[config.mk]
export PLATFORM = sky130hd
export DESIGN_NAME = amcg_top
export DESIGN_NICKNAME = d
export VERILOG_FILES = /design/src/rtl/amcg_pkg.sv /design/src/rtl/amcg_top.sv /design/src/rtl/amcg_sync.sv
export SDC_FILE = /design/constraint.sdc
export NUM_CORES = 1
export LEC_CHECK = 0
export ABC_AREA = 1
export BUFFER_PORTS_ARGS = -buffer_cell sky130_fd_sc_hd__buf_4
export CELL_PAD_IN_SITES_DETAIL_PLACEMENT = 0
export CELL_PAD_IN_SITES_GLOBAL_PLACEMENT = 1
export CORE_MARGIN = 3
export CORE_UTILIZATION = 45
export DETAILED_ROUTE_END_ITERATION = 6
export GPL_TIMING_DRIVEN = 0
export PLACE_DENSITY = 0.87
export SLEW_MARGIN = 30
export SYNTH_ARGS = -nofsm -noshare
export SYNTH_HDL_FRONTEND = slang
export SYNTH_SLANG_ARGS = --single-unit
[constraint.sdc]
create_clock -name ref_clk -period 9.2 [get_ports ref_clk]
set_clock_uncertainty 0.15 [all_clocks]
set_input_delay 0.46 -clock ref_clk [delete_from_list [all_inputs] [get_ports ref_clk]]
set_output_delay 0.46 -clock ref_clk [all_outputs]
set_load 0.01 [all_outputs]
[src/rtl/amcg_pkg.sv]
package amcg_pkg;

	// ------------------------------------------------------------
	// register map
	// ------------------------------------------------------------
	localparam logic [7:0] CTRL_ADDR = 8'h3a;
	localparam int OVR_BIT = 7;
	localparam int CODE_LSB = 4;
	localparam int CODE_W = 3;
	localparam logic [3:0] CTRL_RESET = 4'h0;
	localparam logic [3:0] CTRL_LOW_READ = 4'h0;
	localparam logic [7:0] UNMAPPED_READ = 8'h00;

	// ------------------------------------------------------------
	// multiplier as a shift: 0 = x1, 1 = x2, 2 = x4
	// ------------------------------------------------------------
	localparam logic [1:0] SHIFT_DEFAULT = 2'h1;
	localparam logic [1:0] SHIFT_MAX = 2'h2;

	// ------------------------------------------------------------
	// timing
	// ------------------------------------------------------------
	localparam int REF_CLK_MHZ = 250;
	localparam int CNT_W = 10;
	// bit clock considered lost after this long without a rising edge
	localparam int BCLK_LOSS_NS = 2000;
	localparam int BCLK_LOSS_CYC = BCLK_LOSS_NS * REF_CLK_MHZ / 1000;
	// bit clock band edges, as longest period of the band above
	localparam int BAND1_KHZ = 2000;
	localparam int BAND2_KHZ = 4000;
	localparam int BAND3_KHZ = 8000;
	localparam int BAND1_CYC = REF_CLK_MHZ * 1000 / BAND1_KHZ;
	localparam int BAND2_CYC = REF_CLK_MHZ * 1000 / BAND2_KHZ;
	localparam int BAND3_CYC = REF_CLK_MHZ * 1000 / BAND3_KHZ;

	// ------------------------------------------------------------
	// types
	// ------------------------------------------------------------
	typedef enum logic [2:0] {
		ST_OFF = 3'b001,
		ST_MEAS = 3'b010,
		ST_RUN = 3'b100
	} amcg_state_e;

	typedef struct packed {
		logic [7:0] addr;
		logic [7:0] wdata;
		logic wr;
		logic rd;
	} amcg_reg_req_s;

endpackage

[src/rtl/amcg_top.sv]
module amcg_top #(
	parameter int CNT_W = amcg_pkg::CNT_W
) (
	// clock and reset
	input wire logic ref_clk,
	input wire logic resetn,
	input wire logic clk_en,
	// register access from the serial control bus
	input wire amcg_pkg::amcg_reg_req_s reg_req,
	output logic [7:0] reg_rdata,
	// audio
	input wire logic i2s_bclk,
	input wire logic audio_pll_en,
	output logic mclk_out
);

	localparam logic [CNT_W-1:0] LOSS =
		CNT_W'(amcg_pkg::BCLK_LOSS_CYC);

	// ------------------------------------------------------------
	// decoding helpers
	// ------------------------------------------------------------
	function automatic logic [1:0] band_of(input logic [CNT_W-1:0] p);
		logic [1:0] b;
		b = 2'h3;
		if (p > CNT_W'(amcg_pkg::BAND1_CYC))
			b = 2'h0;
		else if (p > CNT_W'(amcg_pkg::BAND2_CYC))
			b = 2'h1;
		else if (p > CNT_W'(amcg_pkg::BAND3_CYC))
			b = 2'h2;
		return b;
	endfunction

	// code names an absolute band; the shift is its distance from the
	// bit clock band, clamped to the x1..x4 range the divider supports
	function automatic logic [1:0] shift_of(input logic [3:0] c,
			input logic [CNT_W-1:0] p);
		logic [3:0] code;
		logic [3:0] band;
		logic [1:0] s;
		code = {1'b0, c[2:0]};
		band = {2'b00, band_of(p)};
		s = amcg_pkg::SHIFT_DEFAULT;
		if (c[3]) begin
			if (code <= band)
				s = 2'h0;
			else if (code - band >= 4'(amcg_pkg::SHIFT_MAX))
				s = amcg_pkg::SHIFT_MAX;
			else
				s = 2'(code - band);
		end
		return s;
	endfunction

	function automatic logic [CNT_W-1:0] half_of(input logic [CNT_W-1:0] p,
			input logic [1:0] s);
		logic [CNT_W-1:0] h;
		h = p >> (s + 2'h1);
		if (h == '0)
			h = CNT_W'(1);
		return h;
	endfunction

	// ------------------------------------------------------------
	// control register
	// ------------------------------------------------------------
	logic [3:0] ctrl;
	logic [3:0] next_ctrl;
	logic [7:0] next_reg_rdata;
	logic hit;

	assign hit = (reg_req.addr == amcg_pkg::CTRL_ADDR);

	always_comb begin
		next_ctrl = ctrl;
		next_reg_rdata = reg_rdata;
		if (clk_en) begin
			if (reg_req.wr && hit)
				next_ctrl = reg_req.wdata[amcg_pkg::OVR_BIT -: 4];
			if (reg_req.rd)
				next_reg_rdata = hit ? {ctrl, amcg_pkg::CTRL_LOW_READ}
					: amcg_pkg::UNMAPPED_READ;
		end
	end

	always_ff @(posedge ref_clk) begin
		if (!resetn) begin
			ctrl <= amcg_pkg::CTRL_RESET;
			reg_rdata <= amcg_pkg::UNMAPPED_READ;
		end else begin
			ctrl <= next_ctrl;
			reg_rdata <= next_reg_rdata;
		end
	end

	// ------------------------------------------------------------
	// bit clock sampling and period measurement
	// ------------------------------------------------------------
	logic bclk_s;
	logic bclk_d;
	logic rise;
	logic lost;

	amcg_sync u_bclk_sync (
		.ref_clk(ref_clk),
		.resetn(resetn),
		.clk_en(clk_en),
		.async_in(i2s_bclk),
		.sync_out(bclk_s)
	);

	assign rise = bclk_s && !bclk_d;

	// ------------------------------------------------------------
	// mclk generator
	// ------------------------------------------------------------
	amcg_pkg::amcg_state_e state;
	amcg_pkg::amcg_state_e next_state;
	logic [CNT_W-1:0] cnt;
	logic [CNT_W-1:0] next_cnt;
	logic [CNT_W-1:0] ph;
	logic [CNT_W-1:0] next_ph;
	logic [CNT_W-1:0] half;
	logic [CNT_W-1:0] next_half;
	logic [1:0] cur_sh;
	logic [1:0] next_sh;
	logic [2:0] tog;
	logic [2:0] next_tog;
	logic [2:0] tog_lim;
	logic next_bclk_d;
	logic next_mclk;

	assign lost = (cnt == LOSS);
	// edges in one bit clock period, less the one made at resync
	assign tog_lim = 3'((4'h2 << cur_sh) - 4'h1);

	always_comb begin
		next_state = state;
		next_cnt = cnt;
		next_ph = ph;
		next_half = half;
		next_sh = cur_sh;
		next_tog = tog;
		next_mclk = mclk_out;
		next_bclk_d = bclk_d;
		if (clk_en) begin
			next_bclk_d = bclk_s;
			if (rise)
				next_cnt = CNT_W'(1);
			else if (!lost)
				next_cnt = cnt + CNT_W'(1);
			case (state)
			amcg_pkg::ST_OFF: begin
				next_mclk = 1'b0;
				if (audio_pll_en && rise)
					next_state = amcg_pkg::ST_MEAS;
			end
			amcg_pkg::ST_MEAS: begin
				next_mclk = 1'b0;
				if (!audio_pll_en || lost) begin
					next_state = amcg_pkg::ST_OFF;
				end else if (rise) begin
					next_state = amcg_pkg::ST_RUN;
					next_sh = shift_of(ctrl, cnt);
					next_half = half_of(cnt, shift_of(ctrl, cnt));
					next_mclk = 1'b1;
					next_ph = CNT_W'(1);
					next_tog = 3'h0;
				end
			end
			amcg_pkg::ST_RUN: begin
				if (!audio_pll_en || lost) begin
					next_state = amcg_pkg::ST_OFF;
					next_mclk = 1'b0;
				end else if (rise) begin
					// rate changes only here and on entry from ST_MEAS, on a rising mclk edge
					next_sh = shift_of(ctrl, cnt);
					next_half = half_of(cnt, shift_of(ctrl, cnt));
					next_mclk = 1'b1;
					next_ph = CNT_W'(1);
					next_tog = 3'h0;
				end else if (ph >= half && tog < tog_lim) begin
					next_mclk = !mclk_out;
					next_ph = CNT_W'(1);
					next_tog = tog + 3'h1;
				end else if (ph != LOSS) begin
					next_ph = ph + CNT_W'(1);
				end
			end
			default: begin
				next_state = amcg_pkg::ST_OFF;
				next_mclk = 1'b0;
			end
			endcase
		end
	end

	always_ff @(posedge ref_clk) begin
		if (!resetn) begin
			state <= amcg_pkg::ST_OFF;
			cnt <= '0;
			ph <= '0;
			half <= CNT_W'(1);
			cur_sh <= amcg_pkg::SHIFT_DEFAULT;
			tog <= 3'h0;
			mclk_out <= 1'b0;
			bclk_d <= 1'b0;
		end else begin
			state <= next_state;
			cnt <= next_cnt;
			ph <= next_ph;
			half <= next_half;
			cur_sh <= next_sh;
			tog <= next_tog;
			mclk_out <= next_mclk;
			bclk_d <= next_bclk_d;
		end
	end
endmodule // amcg_top

[src/rtl/amcg_sync.sv]
module amcg_sync (
	// clock and reset
	input wire logic ref_clk,
	input wire logic resetn,
	input wire logic clk_en,
	// level in and out
	input wire logic async_in,
	output logic sync_out
);

	logic meta;
	logic next_meta;
	logic next_sync_out;

	always_comb begin
		next_meta = meta;
		next_sync_out = sync_out;
		if (clk_en) begin
			next_meta = async_in;
			next_sync_out = meta;
		end
	end

	always_ff @(posedge ref_clk) begin
		if (!resetn) begin
			meta <= 1'b0;
			sync_out <= 1'b0;
		end else begin
			meta <= next_meta;
			sync_out <= next_sync_out;
		end
	end

endmodule // amcg_sync

==> Implementation_results.wiki <==
{| class="wikitable"
! Metric !! Value
|-
| Result of the run || complete, no violations
|-
| Highest attainable clock frequency || 280 MHz
|-
| Leakage power total || 0.00160 uW
|-
| Number of diodes added for antenna fixing || 0
|-
| Min Clock Period, post-route || 3.57 ns
|-
| DRC violation total after the first TritonRoute iteration || 143
|-
| Power spent charging and discharging nets || 104 uW
|-
| Sequential fraction of design power || 53.3%
|-
| Count of mapped cells out of synthesis || 474
|-
| Unrepaired setup endpoints after global routing || false
|-
| Slew @ Worst Pin || 0.692 ns
|-
| Critical path type || register to register
|-
| Fin nets || 553
|-
| Clock network power share || 37.3%
|-
| EDFF count, synth || 0
|-
| Die Width || 89.7 um
|-
| Gr ovfl total || 0
|-
| Root Buffer || clkbuf_8
|-
| Via count of the routed design || 2992
|-
| Fraction of layout instances using a drive strength above 1 || 10.6%
|-
| CTS clk-pin slew, worst paths || 0.10 ns
|-
| Part of the total power dissipated in combinational logic || 9.4%
|-
| I/O Buffers || 23
|-
| Fraction of registers with async set/reset || 0%
|-
| Flip-flop and latch count after synthesis || 50
|-
| Clock tree from TritonCTS || done
|-
| Largest net degree at the start of global routing || 16
|-
| Average cell area after synthesis || 6.65 um2
|-
| Max H-tree Level || 2
|-
| Number of warning messages in the yosys log || 0
|-
| Hold bufs inserted after CTS || 0
|-
| Endpoints failing hold || 0
|-
| Commonest register cell after synthesis || dfxtp_1
|-
| Routability cong. || 0.866
|-
| GR Util All Layers || 20.9%
|-
| Clock latency on the worst-skew pair || 0.31 ns
|-
| Data required time at the worst endpoint || 9.30 ns
|-
| Period utilisation layout || 38.8%
|-
| Number of distinct library cell variants in the gate-level netlist after synthesis || 36
|-
| Sequential-to-total area share from yosys stat || 31.8%
|-
| Post-route setup TNS || 0 ns
|-
| Switching share of power || 24.8%
|-
| Maximum fanout along the worst path || 9
|-
| Number of setup buffers added after CTS || 0
|-
| Class of the tightest hold or removal check || input port to register
|-
| Layout overhead on the synthesized area || 13.0%
|-
| Die area || 8040 um2
|-
| Length of the first detailed-routing pass in iterations || 4
|-
| Startpoint class of the critical path || register
|-
| Netlist area before placement || 3150 um2
|-
| Type of element capturing the critical path || register
|-
| Total I/O pin count || 32
|-
| CTS-repair resized insts || 0
|-
| Number of core rows || 29
|-
| Utilization after layout || 54.2%
|-
| Buffer depth of the longest clock path || 2
|-
| Max-slew violation total from the final report || 0
|-
| Number of global-route vias before repair || 2909
|-
| Remaining antenna violation count || 0
|-
| Max rail drop VDD || 0.0558 mV
|-
| Total routed wirelength || 7600 um
|-
| Total CTS buffers || 5
|-
| Internal power of the cells || 317 uW
|-
| Maxcap violations || 0
|-
| HPWL after DPL || 5900 um
|-
| Drt via density || 4.98
|-
| Number of fillers in the final layout || 671
|-
| Worst endpoint data arrival time || 3.67 ns
|-
| P per Cell Area || 118 nW/um2
|-
| Count of unresolved DRC violations after routing || 0
|-
| First-pass GRT wire length || 13200 um
|-
| Total of endpoints with negative setup slack in the final report || 0
|-
| # clock sinks || 50
|-
| Core region area || 6570 um2
|-
| Die outline height || 89.7 um
|-
| Wire per inst || 12.6 um
|-
| Max_slew headroom || 53.4%
|-
| Initial core utilization || 48.0%
|-
| Initial antenna violation count || 0
|}
-- final timing paths --
path | from | end | slack, ns | cells after the start
setup reg to reg | cnt[0]$_SDFFE_PN0P_ | half[0]$_SDFFE_PN1P_ | 5.63 | 25
hold reg to reg | half[8]$_SDFFE_PN0P_ | half[8]$_SDFFE_PN0P_ | 0.31 | 2
setup / recovery | cnt[0]$_SDFFE_PN0P_ | half[0]$_SDFFE_PN1P_ | 5.63 | 25
hold / removal | i2s_bclk | u_bclk_sync.meta$_SDFFE_PN0P_ | 0.22 | 3
-- per-stage QoR --
stage / area, um2 / cells / hold WS, ns / power, uW / setup WS [ns]
finish: 3560 / 601 / 0.223 / 421 / 5.63
global route: 3560 / 601 / 0.229 / 440 / 5.24
floorplan: 3160 / 477 / 0.283 / 253 / 6.11
global placement: 3450 / 593 / 0.292 / 268 / 5.66
CTS: 3560 / 601 / 0.222 / 425 / 5.61
detailed placement: 3450 / 593 / 0.300 / 269 / 5.62
-- per-layer routing --
layer / share of wire, % / vias to the layer above / GRT usage (%)
met5: 0 / - / 0
met4: 1.3 / 0 / 7.44
met3: 1.8 / 7 / 2.46
met2: 48 / 25 / 36.9
met1: 49 / 1349 / 26.1
li1: - / 1611 / -
-- Yosys cell counts, drive strengths merged, types with 2 or more instances --
| master | n | share of area [%] |
|---|---|---|
| nand3b | 3 | 0.71 |
| buf | 6 | 1.5 |
| a21oi | 43 | 6.8 |
| clkbuf | 5 | 0.60 |
| nand2 | 116 | 14 |
| o21bai | 2 | 0.48 |
| nor2 | 58 | 7.1 |
| nand4 | 9 | 2.0 |
| dfxtp | 50 | 32 |
| nand3 | 35 | 5.6 |
| a211oi | 6 | 1.4 |
| xnor2 | 2 | 0.56 |
| inv | 61 | 7.3 |
| nor3 | 9 | 1.9 |
| a31oi | 2 | 0.40 |
| o21ai | 28 | 4.4 |
| nor4 | 2 | 0.40 |
| o21a | 3 | 0.71 |
| ha | 22 | 8.7 |
| clkinv | 2 | 0.24 |
| xor2 | 5 | 1.4 |
-- flip-flops by register name (all words and copies together) (netlist names) --
name	cells
half	10
cnt	10
ph	10
bclk_d	1
reg_rdata	4
mclk_out	1
u_bclk_sync.meta	1
u_bclk_sync.sync_out	1
tog	3
ctrl	4
cur_sh	2
state	3
-- power groups by stage --
stage                     registers, uW  logic (uW)  clock network (uW)
after CTS                           224        39.7                 161
final                               224        39.5                 157
after detailed placement            229        39.6                   0
after global placement              229        38.9                   0
after floorplan                     229        23.9                   0
after global routing                225        44.9                 170
-- final cells by class --
class                           instances  area, um2  share of cell area [%]
Inverter                               63        236                    6.64
Buffer                                 11       65.1                    1.83
Tap cell                               93        116                    3.27
Multi-Input combinational cell        353       1860                    52.2
Timing Repair Buffer                   23        173                    4.85
Clock inverter                          3       40.0                    1.12
Sequential cell                        50       1000                    28.1
Clock buffer                            5       68.8                    1.93
-- cell families after synthesis --
family | Yosys count | synth area share [%]
AND/OR/NAND/NOR | 234 | 32.4
AO/OA/AOI/OAI | 85 | 14.8
buffers and inverters | 74 | 9.57
flip-flops | 50 | 31.8
adder cells (fa/ha/maj) | 23 | 9.37
XOR/XNOR | 7 | 1.95
other | 1 | 0.119
-- worst max-delay path: stages (launching register included) --
cell     delay [ns]
dfxtp_1        0.38
inv_1          0.13
ha_1           0.16
nor2_1         0.04
nand2_1        0.06
and2_1         0.16
inv_1          0.06
o21ai_0        0.14
inv_1          0.06
ha_1           0.20
fa_1           0.37
ha_1           0.28
nand2_1        0.05
inv_1          0.06
nand2_1        0.15
nand2_1        0.10
nand2_1        0.21
nand2_1        0.17
nor2_1         0.05
nor2_1         0.16
nand2_1        0.07
nor2_1         0.09
nand2_1        0.06
nand2_1        0.06
nand2_1        0.05
nand2_1        0.05
-- cells in the final DEF (no fill, tap or decap), types with 6 or more instances in the layout --
cell	instances
nand2_1	111
nor2_1	56
inv_1	55
dfxtp_1	50
a21oi_1	43
nand3_1	35
buf_4	27
o21ai_0	26
ha_1	22
nand4_1	8
nor3_1	7
a211oi_1	6
inv_2	6
(Power assumes the default switching activity.)
